### config.mk
export PLATFORM = sky130hd
export DESIGN_NAME = fixed_cycle_timer_interrupt
export DESIGN_NICKNAME = d
export VERILOG_FILES = /design/src/hdl/timer_pkg.sv /design/src/hdl/edge_sync.sv /design/src/hdl/tick_divider.sv /design/src/hdl/fixed_cycle_timer_interrupt.sv
export SDC_FILE = /design/constraint.sdc
export NUM_CORES = 1
export LEC_CHECK = 0
export BUFFER_PORTS_ARGS = -buffer_cell sky130_fd_sc_hd__buf_2
export CAP_MARGIN = 5
export CORE_MARGIN = 5
export CORE_UTILIZATION = 61
export CTS_CLUSTER_DIAMETER = 120
export DETAILED_ROUTE_END_ITERATION = 6
export HOLD_SLACK_MARGIN = 0.02
export PLACE_DENSITY = 0.79
export SYNTH_ARGS = -nofsm -noshare
export SYNTH_HDL_FRONTEND = slang
export SYNTH_SLANG_ARGS = --single-unit
### constraint.sdc
create_clock -name mclk -period 3.3 [get_ports mclk]
set_input_delay 0.66 -clock mclk [delete_from_list [all_inputs] [get_ports mclk]]
set_output_delay 0.66 -clock mclk [all_outputs]
set_load 0.005 [all_outputs]
### src/hdl/timer_pkg.sv
package timer_pkg;

    // register map, byte-wide data
    localparam logic [7:0] OFF_PRESET_LOW  = 8'h0B;
    localparam logic [7:0] OFF_PRESET_HIGH = 8'h0C;
    localparam logic [7:0] OFF_EXTENSION   = 8'h0D;
    localparam logic [7:0] OFF_FLAGS       = 8'h0E;
    localparam logic [7:0] OFF_CONTROL     = 8'h0F;
    localparam logic [7:0] OFF_HOLD        = 8'h10;

    // extension_settings fields
    localparam int EXT_RUN_BIT    = 4;
    localparam int EXT_SEL_HI_BIT = 1;
    localparam int EXT_SEL_LO_BIT = 0;
    localparam logic [6:0] EXT_RESET  = 7'h00;

    // event_flags fields
    localparam int FLAG_EVENT_BIT = 4;

    // control_settings fields
    localparam int CTRL_ALERT_BIT = 4;
    localparam int CTRL_STOP_BIT  = 1;
    localparam logic [6:0] CTRL_WR_MASK = 7'h7A;
    localparam logic [6:0] CTRL_RESET   = 7'h00;

    // hold_settings fields
    localparam int HOLD_RESET_BIT = 0;

    // preset storage reset values and count compare constants
    localparam logic [7:0] PRESET_LOW_RESET  = 8'h00;
    localparam logic [3:0] PRESET_HIGH_RESET = 4'h0;
    localparam logic [11:0] COUNT_ONE        = 12'h001;
    localparam logic [11:0] COUNT_ZERO       = 12'h000;

    // time base dividers
    localparam int OSC_PER_FAST   = 8;
    localparam int FAST_PER_64HZ  = 64;
    localparam int FAST_PER_1HZ   = 4096;
    localparam int SEC_PER_MINUTE = 60;

    // auto release times
    localparam int CLK_PERIOD_NS       = 100;
    localparam int RELEASE_FAST_NS     = 122000;
    localparam int RELEASE_SLOW_NS     = 7813000;
    localparam int RELEASE_FAST_CYCLES = RELEASE_FAST_NS / CLK_PERIOD_NS;
    localparam int RELEASE_SLOW_CYCLES = RELEASE_SLOW_NS / CLK_PERIOD_NS;

    typedef enum logic [1:0] {
        SRC_4096HZ = 2'b00,
        SRC_64HZ   = 2'b01,
        SRC_1HZ    = 2'b10,
        SRC_MINUTE = 2'b11
    } src_sel_t;

endpackage

### src/hdl/edge_sync.sv
`timescale 1ns/1ps
`default_nettype none
module edge_sync (
    input  wire logic clk,
    input  wire logic rst_b,
    input  wire logic din,
    output logic      rise
);
    logic meta_r;
    logic sync_r;
    logic last_r;

    always_ff @(posedge clk or negedge rst_b) begin
        if (!rst_b) begin
            meta_r <= 1'b0;
            sync_r <= 1'b0;
            last_r <= 1'b0;
        end else begin
            meta_r <= din;
            sync_r <= meta_r;
            last_r <= sync_r;
        end
    end

    assign rise = sync_r & ~last_r;
endmodule
`default_nettype wire

### src/hdl/tick_divider.sv
`timescale 1ns/1ps
`default_nettype none
module tick_divider #(
    parameter int RATIO = 2
) (
    input  wire logic clk,
    input  wire logic rst_b,
    input  wire logic tickIn,
    input  wire logic hold,
    output logic      tickOut
);
    localparam int W = (RATIO > 2) ? $clog2(RATIO) : 1;
    localparam logic [W-1:0] LAST = W'(RATIO - 1);

    logic [W-1:0] cnt_r;
    wire          wrap = tickIn & ~hold & (cnt_r == LAST);

    // hold freezes the phase instead of clearing it
    always_ff @(posedge clk or negedge rst_b) begin
        if (!rst_b) begin
            cnt_r   <= '0;
            tickOut <= 1'b0;
        end else begin
            tickOut <= wrap;
            if (wrap) begin
                cnt_r <= '0;
            end else if (tickIn & ~hold) begin
                cnt_r <= cnt_r + 1'b1;
            end
        end
    end
endmodule
`default_nettype wire

### src/hdl/fixed_cycle_timer_interrupt.sv
`timescale 1ns/1ps
`default_nettype none
module fixed_cycle_timer_interrupt #(
    parameter int RELEASE_SLOW = timer_pkg::RELEASE_SLOW_CYCLES
) (
    input  wire logic       mclk,
    input  wire logic       rst_b,
    input  wire logic       oscClk,
    input  wire logic [7:0] regAddr,
    input  wire logic [7:0] regWrData,
    input  wire logic       regWr,
    input  wire logic       regRd,
    output logic      [7:0] regRdData,
    output logic            irqOut,
    output logic            irqOe_b
);
    import timer_pkg::*;

    // register decode
    wire selLow   = (regAddr == OFF_PRESET_LOW);
    wire selHigh  = (regAddr == OFF_PRESET_HIGH);
    wire selExt   = (regAddr == OFF_EXTENSION);
    wire selFlags = (regAddr == OFF_FLAGS);
    wire selCtrl  = (regAddr == OFF_CONTROL);
    wire selHold  = (regAddr == OFF_HOLD);

    wire wrLow   = regWr & selLow;
    wire wrHigh  = regWr & selHigh;
    wire wrExt   = regWr & selExt;
    wire wrFlags = regWr & selFlags;
    wire wrCtrl  = regWr & selCtrl;
    wire wrHold  = regWr & selHold;

    // stored settings
    logic [7:0]  presetLow_r;
    logic [3:0]  presetHigh_r;
    logic [6:0]  extSettings_r;
    logic [6:0]  ctrlSettings_r;
    logic        countReset_r;
    logic        eventFlag_r;
    logic [11:0] count_r;
    logic        irqLow_r;
    logic [16:0] releaseCnt_r;
    logic [7:0]  regRdData_r;
    logic        irqOe_b_r;
    logic        irqOut_r;

    wire [11:0] preset      = {presetHigh_r, presetLow_r};
    wire        timerRun    = extSettings_r[EXT_RUN_BIT];
    wire        alertEnable = ctrlSettings_r[CTRL_ALERT_BIT];
    wire        stopBit     = ctrlSettings_r[CTRL_STOP_BIT];
    wire        srcSelHi    = extSettings_r[EXT_SEL_HI_BIT];
    wire        srcSelLo    = extSettings_r[EXT_SEL_LO_BIT];
    src_sel_t   srcSel;

    assign srcSel = src_sel_t'({srcSelHi, srcSelLo});

    // time base: oscillator edges feed a divider chain
    wire oscRise;
    wire tickFast;
    wire tick64;
    wire tickOneHz;
    wire tickSecond;
    wire tickMinute;
    wire chainHold = stopBit | countReset_r;

    edge_sync oscSync (
        .clk   (mclk),
        .rst_b (rst_b),
        .din   (oscClk),
        .rise  (oscRise)
    );

    tick_divider #(.RATIO(OSC_PER_FAST)) divFast (
        .clk     (mclk),
        .rst_b   (rst_b),
        .tickIn  (oscRise),
        .hold    (1'b0),
        .tickOut (tickFast)
    );

    tick_divider #(.RATIO(FAST_PER_64HZ)) div64 (
        .clk     (mclk),
        .rst_b   (rst_b),
        .tickIn  (tickFast),
        .hold    (chainHold),
        .tickOut (tick64)
    );

    // free-running 1 Hz, not tied to the clock chain
    tick_divider #(.RATIO(FAST_PER_1HZ)) divOneHz (
        .clk     (mclk),
        .rst_b   (rst_b),
        .tickIn  (tickFast),
        .hold    (1'b0),
        .tickOut (tickOneHz)
    );

    // timekeeping seconds and minute update, frozen by stop or reset
    tick_divider #(.RATIO(FAST_PER_1HZ)) divSecond (
        .clk     (mclk),
        .rst_b   (rst_b),
        .tickIn  (tickFast),
        .hold    (chainHold),
        .tickOut (tickSecond)
    );

    tick_divider #(.RATIO(SEC_PER_MINUTE)) divMinute (
        .clk     (mclk),
        .rst_b   (rst_b),
        .tickIn  (tickSecond),
        .hold    (chainHold),
        .tickOut (tickMinute)
    );

    // source clock selection
    wire srcIsFast = (srcSel == SRC_4096HZ);
    wire srcTick   = (srcSel == SRC_4096HZ) ? tickFast :
                     (srcSel == SRC_64HZ)   ? tick64 :
                     (srcSel == SRC_1HZ)    ? tickOneHz :
                                              tickMinute;
    // the 1 Hz divider never stops, so stop gates its ticks here instead
    wire srcGated  = ~srcIsFast & chainHold;

    // run bit edges and flag/alert clearing writes as seen on the register port
    wire runRise  = wrExt & regWrData[EXT_RUN_BIT] & ~timerRun;
    wire runFall  = wrExt & ~regWrData[EXT_RUN_BIT] & timerRun;
    wire flagClr  = wrFlags & ~regWrData[FLAG_EVENT_BIT] & eventFlag_r;
    wire alertClr = wrCtrl & ~regWrData[CTRL_ALERT_BIT] & alertEnable;

    // countdown
    wire countTick  = timerRun & srcTick & ~srcGated & ~runFall;
    wire countAtOne = (count_r == COUNT_ONE);
    wire countAtZero = (count_r == COUNT_ZERO);
    wire countStep  = countTick & ~countAtZero;
    // a tick that meets the start write is dropped so the fresh preset counts in full
    wire timerEvent = countTick & countAtOne & ~runRise;

    logic [11:0] count_nxt;
    always_comb begin
        count_nxt = count_r;
        if (runRise) begin
            count_nxt = preset;
        end else if (timerEvent) begin
            count_nxt = preset;
        end else if (countStep) begin
            count_nxt = count_r - 12'h001;
        end
        // a zero count never moves, so no event comes of it
    end

    always_ff @(posedge mclk or negedge rst_b) begin
        if (!rst_b) begin
            count_r <= COUNT_ZERO;
        end else begin
            count_r <= count_nxt;
        end
    end

    // event flag: a new event beats a clearing write in the same cycle
    wire eventFlag_nxt = timerEvent | (eventFlag_r & ~flagClr);

    always_ff @(posedge mclk or negedge rst_b) begin
        if (!rst_b) begin
            eventFlag_r <= 1'b0;
        end else begin
            eventFlag_r <= eventFlag_nxt;
        end
    end

    // interrupt drive and auto release
    wire        irqSet      = timerEvent & alertEnable;
    wire        releaseDone = irqLow_r & (releaseCnt_r == 17'h0_0001);
    wire        irqDrop     = runFall | flagClr | alertClr | releaseDone;
    wire [16:0] releaseLoad = srcIsFast ? 17'(RELEASE_FAST_CYCLES) :
                                          17'(RELEASE_SLOW);

    logic irqLow_nxt;
    always_comb begin
        irqLow_nxt = irqLow_r;
        if (irqSet) begin
            irqLow_nxt = 1'b1;
        end else if (irqDrop) begin
            irqLow_nxt = 1'b0;
        end
    end

    wire         releaseRun = irqLow_r & (releaseCnt_r != 17'h0_0000);
    logic [16:0] releaseCnt_nxt;
    always_comb begin
        releaseCnt_nxt = releaseCnt_r;
        if (irqSet) begin
            releaseCnt_nxt = releaseLoad;
        end else if (releaseRun) begin
            releaseCnt_nxt = releaseCnt_r - 17'h0_0001;
        end
    end

    always_ff @(posedge mclk or negedge rst_b) begin
        if (!rst_b) begin
            irqLow_r <= 1'b0;
        end else begin
            irqLow_r <= irqLow_nxt;
        end
    end

    // counter only runs while the pin is held low
    always_ff @(posedge mclk or negedge rst_b) begin
        if (!rst_b) begin
            releaseCnt_r <= 17'h0_0000;
        end else begin
            releaseCnt_r <= releaseCnt_nxt;
        end
    end

    // open drain pin: enable low means pulling the line low
    always_ff @(posedge mclk or negedge rst_b) begin
        if (!rst_b) begin
            irqOe_b_r <= 1'b1;
        end else begin
            irqOe_b_r <= ~irqLow_nxt;
        end
    end

    // the drive value never changes; only the enable moves the line
    always_ff @(posedge mclk or negedge rst_b) begin
        if (!rst_b) begin
            irqOut_r <= 1'b0;
        end else begin
            irqOut_r <= 1'b0;
        end
    end

    // register writes
    wire [6:0] ctrl_nxt = (regWrData[6:0] & CTRL_WR_MASK) |
                          (ctrlSettings_r & ~CTRL_WR_MASK);

    // preset writes are taken even while running; the next event may be off
    always_ff @(posedge mclk or negedge rst_b) begin
        if (!rst_b) begin
            presetLow_r <= PRESET_LOW_RESET;
        end else if (wrLow) begin
            presetLow_r <= regWrData;
        end
    end

    // upper nibble only; bits 7 to 4 always read zero
    always_ff @(posedge mclk or negedge rst_b) begin
        if (!rst_b) begin
            presetHigh_r <= PRESET_HIGH_RESET;
        end else if (wrHigh) begin
            presetHigh_r <= regWrData[3:0];
        end
    end

    // test bit is never stored
    always_ff @(posedge mclk or negedge rst_b) begin
        if (!rst_b) begin
            extSettings_r <= EXT_RESET;
        end else if (wrExt) begin
            extSettings_r <= regWrData[6:0];
        end
    end

    // protected bits keep their value
    always_ff @(posedge mclk or negedge rst_b) begin
        if (!rst_b) begin
            ctrlSettings_r <= CTRL_RESET;
        end else if (wrCtrl) begin
            ctrlSettings_r <= ctrl_nxt;
        end
    end

    // counter reset holds the slow chain like stop does
    always_ff @(posedge mclk or negedge rst_b) begin
        if (!rst_b) begin
            countReset_r <= 1'b0;
        end else if (wrHold) begin
            countReset_r <= regWrData[HOLD_RESET_BIT];
        end
    end

    // read path: counter view depends on the run bit
    wire [11:0] countView = timerRun ? count_r : preset;

    logic [7:0] rdMux;
    always_comb begin
        rdMux = 8'h00;
        if (selLow) begin
            rdMux = countView[7:0];
        end else if (selHigh) begin
            rdMux = {4'h0, countView[11:8]};
        end else if (selExt) begin
            rdMux = {1'b0, extSettings_r};
        end else if (selFlags) begin
            rdMux = 8'h00;
            rdMux[FLAG_EVENT_BIT] = eventFlag_r;
        end else if (selCtrl) begin
            rdMux = {1'b0, ctrlSettings_r};
        end else if (selHold) begin
            rdMux = 8'h00;
            rdMux[HOLD_RESET_BIT] = countReset_r;
        end
    end

    // data stand for one cycle only; unmapped reads give zero
    always_ff @(posedge mclk or negedge rst_b) begin
        if (!rst_b) begin
            regRdData_r <= 8'h00;
        end else begin
            regRdData_r <= regRd ? rdMux : 8'h00;
        end
    end

    assign regRdData = regRdData_r;
    assign irqOe_b   = irqOe_b_r;
    assign irqOut    = irqOut_r;

endmodule
`default_nettype wire

; ---- Word-level counts from Yosys, hierarchy flattened
; Index checks and enable logic that the tools add are counted.
[word_totals]
regBits = 114
in_bits = 21
out_inout_bits = 10
[classes]
bitwise_logic = 50
n_reduce_logical = 10
n_eq_ne = 15
addsub = 7
mux = 29
[op_table]
columns = op, n
row1 = 12-bit two-way mux, 8
row2 = 17-bit two-way mux, 3
row3 = 8-bit by 4-bit equality test with 1-bit output (second input constant), 5
row4 = 1-bit bitwise AND, 33
row5 = 7-bit two-way mux, 4
row6 = 12-bit by 1-bit adder with 12-bit output (second input constant), 2
row7 = 12-bit equality test (second input constant), 2
row8 = 6-bit two-way mux, 4
row9 = 17-bit by 1-bit equality test with 1-bit output (second input constant), 1
row10 = 17-bit nonzero test, 1
row11 = 17-bit by 1-bit subtractor with 17-bit output (second input constant), 1
row12 = 8-bit two-way mux, 2
row13 = 6-bit by 1-bit adder with 6-bit output (second input constant), 2
row14 = 12-bit by 1-bit equality test with 1-bit output (second input constant), 1
row15 = 6-bit equality test (second input constant), 2
row16 = 12-bit logical NOT, 1
row17 = 2-bit nonzero test, 6
row18 = 12-bit by 1-bit subtractor with 12-bit output (second input constant), 1
row19 = 1-bit NOT, 11
row20 = 8-bit by 5-bit equality test with 1-bit output (second input constant), 1
row21 = 7-bit by 3-bit bitwise OR with 7-bit output, 1
row22 = 1-bit two-way mux, 6
row23 = 3-bit two-way mux, 2
row24 = 1-bit bitwise OR, 5
row25 = other kinds (6), 6

; ---- Logic depth before layout (Yosys ltp)
; Gate-level depths: netlist (run 1).
[logic_depth]
ltp_word = 12
depth_mapped = 8
ltp_nobuf = 7

; ---- Hierarchy
; Synthesis (run 1) repeated with hierarchy kept, for this count alone.
[hier_totals]
cells_unflattened = 555
hier_area_um2 = 5916.9
[modules_own_cells]
columns = mod, cells_each, instances, seq_area_each_um2, area_per_inst_um2
row1 = fixed_cycle_timer_interrupt, 348, 1, 1627.8, 3619.7
row2 = tick_divider at divOneHz ..., 60, 2, 325.3, 649.4
row3 = tick_divider at divMinute, 41, 1, 175.2, 374.1
row4 = tick_divider at div64, 29, 1, 175.2, 334.1
row5 = tick_divider at divFast, 13, 1, 100.1, 201.4
row6 = edge_sync, 4, 1, 75.1, 88.8

; ---- Worst setup path after synthesis (run 1)
; OpenSTA, ideal clock, no wires.
[synth_timing]
path_type = input -> register
startpoint = input regAddr[5]
endpoint = register count_r[10]
path_stages = 7
path_slack_ps = 893
n_path_buf = 2
required_time_ps = 3175
setup_ps = 125
arrival_ps = 2282
path_cell_list = or3_1 > buf_2 > nor4_4 > nor3_1 > a41o_1 > buf_6 > mux2_4
[synth_between]
elab_chain_cells = 10
word_cells_on_any_way = 15
[synth_lines]
columns = item, line_no
row1 = from (decl), fixed_cycle_timer_interrupt.sv:9  ; input wire logic [7:0] regAddr,
row2 = 8-bit by 4-bit equality test with 1-bit output (*), fixed_cycle_timer_interrupt.sv:22  ; wire selExt = (regAddr == OFF_EXTENSION);
row3 = 1-bit bitwise AND (*), fixed_cycle_timer_interrupt.sv:29  ; wire wrExt = regWr & selExt;
row4 = 1-bit bitwise AND (2 in a row), fixed_cycle_timer_interrupt.sv:127  ; wire runFall = wrExt & ~regWrData[EXT_RUN_BIT] & timerRun;
row5 = 1-bit NOT, fixed_cycle_timer_interrupt.sv:132  ; wire countTick = timerRun & srcTick & ~srcGated & ~runFall;
row6 = 1-bit bitwise AND, fixed_cycle_timer_interrupt.sv:132
row7 = 1-bit bitwise AND (2 in a row), fixed_cycle_timer_interrupt.sv:137  ; wire timerEvent = countTick & countAtOne & ~runRise;
row8 = 12-bit two-way mux, fixed_cycle_timer_interrupt.sv:144  ; end else if (timerEvent) begin
row9 = 12-bit two-way mux, fixed_cycle_timer_interrupt.sv:142  ; if (runRise) begin
row10 = to (signal assigned), fixed_cycle_timer_interrupt.sv:156  ; count_r <= count_nxt;
row11 = to (decl), fixed_cycle_timer_interrupt.sv:41  ; logic [11:0] count_r;
; Every way passes the cells marked *; elsewhere a longest branch is shown, timed or not.
; A chain may end at the register's enable or synchronous reset.

; ---- Worst setup path after layout (run 1)
[layout_timing]
startpoint = register divFast.tickOut
endpoint = register count_r[1]
[layout_between]
elab_chain_cells = 8
word_cells_on_any_way = 10
[layout_lines]
columns = item, line_no
row1 = from (decl), tick_divider.sv:10  ; output logic tickOut
row2 = from (signal assigned), tick_divider.sv:24  ; tickOut <= wrap;
row3 = 1-bit two-way mux (*), fixed_cycle_timer_interrupt.sv:118  ; wire srcTick = (srcSel == SRC_4096HZ) ? tickFast :
row4 = 1-bit bitwise AND (*) (3 in a row), fixed_cycle_timer_interrupt.sv:132
row5 = 1-bit bitwise AND (2 in a row), fixed_cycle_timer_interrupt.sv:137
row6 = 12-bit two-way mux, fixed_cycle_timer_interrupt.sv:144
row7 = 12-bit two-way mux, fixed_cycle_timer_interrupt.sv:142
; Marks and branches as above.

==> impl_results.md, run 1 <==
- Status: finished, final reports clean
- Ports: 31
- Post-synthesis compound-gate area fraction: 0.0853
- Post CTS Setup Buffer Count: 0
- Critical path's largest stage delay: 1.00 ns
- Max-Cap Viols: 0
- Worst path buffer plus inverter count: 0
- CP Cell Sequence: mux4_2, nand3_1, o32ai_1, mux2_2
- Slew headroom: 0.254
- Cell Pwr Density: 408 nW/um^2
- Area leader, netlist: dfrtp_1
- Crit path capture type: register
- Syn Nets: 567
- RePlAce Congestion: 0.934
- Grt total ovfl: 0
- Antenna Cells: 0
- Post-synthesis mux area share: 0.0958
- Mapped Avg Cell Area: 10.7 sq um
- Clock transition at path regs: 0.10 ns
- Routed length per instance: 17.7 um
- Cells after synthesis: 534
- Setup TNS: 0 ns
- Initial DRC count: 179
- Ys flop type: dfrtp_1
- # fillers: 727
- Number of global-route vias before repair: 4259
- Layout cells sized above 1: 0.188
- Number of vias per cell: 6.18
- Layout net count: 597
- CTS tree: done
- Final Hold Viols: 0
- Slowest CP cell: o32ai_1
- Die area: 11400 sq um
- WS Path Type: register to register
- Synth Warn #: 0
- P&R area growth vs syn: 8.20%
- Worst vdd ir: 0.000367 V
- Hold Path Class: input pin to asynchronous set/reset pin
- Longest Clk Path Bufs: 2
- Initial antenna violation count: 1
- Initial DRT Pass Iterations: 5
- Mapped Area: 5710 sq um
- Port bufs: 29
- Sequential cell area fraction in the yosys report: 0.491
- Post-synthesis simple-gate area fraction: 0.211
- Required @ worst endpoint: 3.55 ns
- Slew @ Worst Pin: 1.11 ns
- Startpoint Class: register
- RSZ-0062 raised after global routing: false
- Skew-Pair Late Insertion Delay: 0.37 ns
- Die boundary width: 107 um
- Row cnt: 35
- Worst-path maximum fanout: 11
- Root buf cell: clkbuf_8
- GRT Resource Usage Total: 0.229
- Crit share post-route: 0.815
- Chip height: 107 um
- Routed Antenna Nets: 0
- Via count: 4202
- Final Max Tran Viols: 0
- Pleak: 2.74 nW
- Core Region: 9200 sq um
- Setup-failing EPs final: 0
- Crit path max-delay family: compound AO/OA/AOI/OAI gates
- Peak Freq: 372 MHz
- CTS H-tree depth: 3
- Final wirelength: 12000 um
- Top-area cell type share of the netlist area: 0.487
- Main combinational cell family by area after synthesis: simple AND/OR/NAND/NOR gates
- Synth async-reset ratio: 1.00
- Xor/xnor cell area share of the yosys netlist: 0.0660
- Adder-cell share of the synthesized area: 0.0263
- CTS Hold Buffers Added: 0
- First-pass GRT wire length: 20900 um
- Initial cell density of the core: 0.620
- Post-synth EDFFs: 0
- CTS Sinks: 112
- #FFs+latches synth: 112
- Power after layout: 2.52 mW
- CTS resizes: 0
- Post-route minimum period: 2.69 ns
- Final HPWL DP: 8680 um
- Synth top area cells: dfrtp_1 49%, mux2_2 5.9%, xnor2_1 3.8%
- Final worst clock skew: 0.0168 ns
- TritonCTS Buffers: 9
- Distinct cells, synth: 68
- Arr. time, crit path: 2.94 ns
- Residual DRC: 0
- Pin count of the biggest net entering global routing: 60
-- metal layers --
layer  share of wire  GRT usage  wire [um]  up-vias
li1                -          -          -     1971
met1            0.42      0.304       5110     2084
met2            0.50      0.379       6040      120
met3           0.057     0.0464        690       25
met4           0.016     0.0685        191        2
met5         0.00091          0         11        -
-- layout make-up --
| type | count | area [sq um] | share of cell area |
|---|---|---|---|
| Timing Repair Buffer | 38 | 228 | 0.0369 |
| Multi-Input combinational cell | 393 | 2770 | 0.449 |
| Inverter | 10 | 37.5 | 0.00608 |
| Clock inverter | 5 | 43.8 | 0.00709 |
| Sequential cell | 112 | 2800 | 0.454 |
| Tap cell | 111 | 139 | 0.0225 |
| Clock buffer | 11 | 151 | 0.0245 |
-- cell families (layout without fill, tap and decap cells) --
| family | Yosys count | count (layout) |
|---|---|---|
| other | 1 | 1 |
| and+or+nand+nor | 219 | 219 |
| xor gates and xnor gates | 43 | 43 |
| buffers and inverters | 29 | 64 |
| DFF | 112 | 112 |
| muxes | 47 | 47 |
| adders and majority gates | 12 | 12 |
| AOI/OAI and AO/OA | 71 | 71 |
-- placed cells by master (no fill, tap or decap), drive strengths merged, types with 16 or more instances in the layout --
master,instances
buf,38
a21oi,20
xnor2,25
mux2,36
nand3,16
nand2,53
xor2,18
nor2,44
dfrtp,111
-- sequential cells by signal, summed over array words and instances, names as in the netlist, 3 cells and up --
signal	flops
count_r	12
ctrlSettings_r	5
div64.cnt_r	6
divFast.cnt_r	3
divMinute.cnt_r	6
divOneHz.cnt_r	12
divSecond.cnt_r	12
extSettings_r	7
presetHigh_r	4
presetLow_r	8
regRdData	8
releaseCnt_r	17
-- synthesized netlist by cell type, drive strengths merged (2+ instances only) --
master   number
or3           7
or3b          2
a22o          2
nand4b        3
nor3         14
nand4        14
a31oi         2
nand2b        7
o21bai        2
and4          3
mux2i        10
o41ai         3
or4           6
o21ai        14
inv          10
nand2        53
o32ai         2
o21a          2
nor4         13
a21oi        20
a21boi        2
dfrtp       111
xnor2        25
ha           12
nor4b         3
and2          3
nand3        16
a211oi        2
nand3b        6
clkbuf       12
mux2         36
o31ai         3
a222oi        2
a2bb2oi       2
o22ai         3
nor3b         3
nor2         44
xor2         18
nor2b        10
a21o          4
buf           7
and3          8
-- stage by stage --
stage          setup WS [ns]  instance area [sq um]   util  cells  hold WS (ns)
5_1_grt                0.430                   6170  0.671    680         0.370
3_5_place_dp           0.568                   5980  0.650    664         0.342
4_1_cts                0.640                   6170  0.671    680         0.355
2_1_floorplan          0.893                   5710      -    534         0.331
3_3_place_gp           0.625                   5980  0.650    664         0.335
6_report               0.612                   6170  0.671    680         0.356
-- worst reg2reg max path: stages (launching register included) --
cell and delay (ns):
dfrtp_1 0.57, mux4_2 0.39, nand3_1 0.19, o32ai_1 1.00, mux2_2 0.42
-- where the power goes --
group	internal, mW	switching [mW]	total, mW
clock	0.327	0.470	0.797
combinational	0.0955	0.124	0.219
sequential	1.44	0.0672	1.50
-- final timing paths --
path	from	end	slack [ns]	depth (start not counted)
worst max-delay path	divFast.tickOut	count_r[1]	0.61	4
worst min-delay path	rst_b	regRdData[5]	0.36	1
worst max register to register	divFast.tickOut	count_r[1]	0.61	4
worst min register to register	oscSync.meta_r	oscSync.sync_r	0.36	0
max in group asynchronous	rst_b	divSecond.cnt_r[5]	2.22	2
min in group mclk	oscSync.meta_r	oscSync.sync_r	0.36	0
(Power assumes the default switching activity.)
==> run 2, diff against run 1 <==
==> constraint.sdc (replaced) <==
create_clock -name mclk -period 2.5 [get_ports mclk]
set_input_delay 0.5 -clock mclk [delete_from_list [all_inputs] [get_ports mclk]]
set_output_delay 0.5 -clock mclk [all_outputs]
set_load 0.005 [all_outputs]
==> impl_results.md, run 2 (synthesis gave the netlist of run 1 again) <==
- Final wirelength: 12100 um
- Peak Freq: 409 MHz
- Most common cell after layout, fill and taps aside: dfrtp_1
- GRT Resource Usage Total: 0.232
- # fillers: 692
- Psw: 855 uW
- Final Hold Viols: 0
- Crit path from: releaseCnt_r[0]
- Status: finished, final reports clean
- Initial DRT Pass Iterations: 5
- Max reg flops: 17
- WS Path Type: register to register
- Via count: 4207
- Pin count of the biggest net entering global routing: 37
- Internal Power: 2.50 mW
- Crit path capture type: register
- Flop pwr share: 0.590
- Met1 Usage GRT: 0.311
- Commonest cells after routing, fill and taps aside: 111 x dfrtp_1, 53 x nand2_1, 44 x nor2_1, 30 x mux2_2, 28 x buf_2
- Slew @ Worst Pin: 0.572 ns
- Routed length per instance: 17.4 um
- Ports: 31
- Top reg by flops: releaseCnt_r
- Sw Ratio: 0.255
- Initial antenna violation count: 1
- Comb pwr share: 0.088
- GR Util met2: 0.373
- Residual DRC: 0
- RSZ-0062 raised after global routing: true
- Power share of the clock group: 0.323
- Met3 usage: 0.0542
- Antenna Cells: 0
- P&R area growth vs syn: 10.2%
- CTS tree: done
- RePlAce Congestion: 0.921
- Inst Count DP: 678
- Setup slack after layout: 0.0521 ns
- Startpoint Class: register
- Final worst clock skew: 0.0108 ns
- Power after layout: 3.36 mW
- R2R setup slack: 0.05 ns
- Skew-Pair Late Insertion Delay: 0.37 ns
- Root buf cell: clkbuf_8
- Post CTS Setup Buffer Count: 0
- Clock transition at path regs: 0.10 ns
- CTS H-tree depth: 3
- Post-route minimum period: 2.45 ns
- Multi-input logic area: 2780 sq um
- Register Area: 2800 sq um
- Arr. time, crit path: 2.70 ns
- TritonCTS Buffers: 9
- Reg2Reg Capture Point: releaseCnt_r[14]
- Final HPWL DP: 8860 um
- Routed Antenna Nets: 0
- Max-Cap Viols: 0
- Slew headroom: 0.618
- Worst-path maximum fanout: 11
- Gr busiest metal: met2
- Number of vias per cell: 6.06
- Longest Clk Path Bufs: 2
- Number of global-route vias before repair: 4301
- Required @ worst endpoint: 2.75 ns
- R2R depth: 8
- CTS Sinks: 112
- Row cnt: 35
- Die area: 11400 sq um
- Layout net count: 611
- Core Region: 9200 sq um
- Cell Pwr Density: 534 nW/um^2
- Fin cells: 694
- R2r startpoint: releaseCnt_r[0]
- Initial DRC count: 189
- Initial cell density of the core: 0.620
- Hold Path Class: input pin to asynchronous set/reset pin
- Worst vdd ir: 0.000516 V
- DP Worst Slack: 0.0677 ns
- Crit share post-route: 0.979
- Layout cells sized above 1: 0.209
- Grt total ovfl: 0
- First-pass GRT wire length: 21100 um
- Chip height: 107 um
- Die boundary width: 107 um
- Final Max Tran Viols: 0
- Port bufs: 29
- Setup-failing EPs final: 0
- Pleak: 2.81 nW
==> run 2: changes by cell type in the layout (fill, tap and decap cells not counted), moves of 2 or more <==
| cell | before | now |
|---|---|---|
| clkbuf_1 | 0 | 2 |
| buf_4 | 9 | 23 |
| inv_1 | 10 | 8 |
| inv_2 | 0 | 2 |
| clkinvlp_4 | 2 | 0 |
| clkbuf_8 | 11 | 9 |
==> run 2: metal layers <==
metal,vias to the layer above,part of all wire
met3,23,0.060
li1,2000,-
met4,2,0.021
met2,128,0.48
met5,-,0.0015
met1,2054,0.43
==> run 2: worst max-delay path by stage <==
stage / endpoint / slack (ns) / depth (start not counted)
2_1_floorplan: releaseCnt_r[1] / 0.20 / 7
3_3_place_gp: releaseCnt_r[14] / 0.15 / 8
3_5_place_dp: releaseCnt_r[1] / 0.07 / 7
4_1_cts: releaseCnt_r[1] / 0.009 / 7
5_1_grt: releaseCnt_r[14] / -0.02 / 8
6_report: releaseCnt_r[14] / 0.05 / 8
==> run 2: per-stage QoR <==
stage	hold WS, ns	cell area, sq um	TNS [ns]	util
after floorplan	0.204	5710	0	-
after global placement	0.333	6080	0	0.661
after detailed placement	0.347	6080	0	0.661
after CTS	0.0606	6280	0	0.683
after global routing	0.0731	6290	-0.0175	0.684
final	0.0636	6290	0	0.684
==> run 2: power groups by stage <==
stage / Clock (mW) / Combinational, mW / Sequential, mW
6_report: 1.08 / 0.294 / 1.98
5_1_grt: 1.20 / 0.339 / 1.99
4_1_cts: 1.12 / 0.299 / 1.98
3_5_place_dp: 0 / 0.296 / 2.01
3_3_place_gp: 0 / 0.281 / 2.01
2_1_floorplan: 0 / 0.188 / 1.99
==> run 2: repair_timing <==
item	in CTS	in global routing
resized for setup	0	4
hold buffers	0	0
endpoints found under the hold margin	0	0
setup endpoints to repair	0	7
==> run 2: final cells by class <==
type / instances / share of cell area
well taps: 111 / 0.0221
clock buffers: 11 / 0.0209
inverters: 10 / 0.00597
multi-input cells: 393 / 0.442
clock inverters: 5 / 0.0101
repair buffers: 52 / 0.0529
flip-flops and latches: 112 / 0.446
==> run 2: critical path: stages (launching register included) <==
cell     delay, ns
dfrtp_1       0.43
inv_2         0.10
ha_1          0.14
or4b_2        0.62
or4_4         0.47
buf_4         0.20
and4_1        0.20
xnor2_1       0.13
nor2_1        0.05
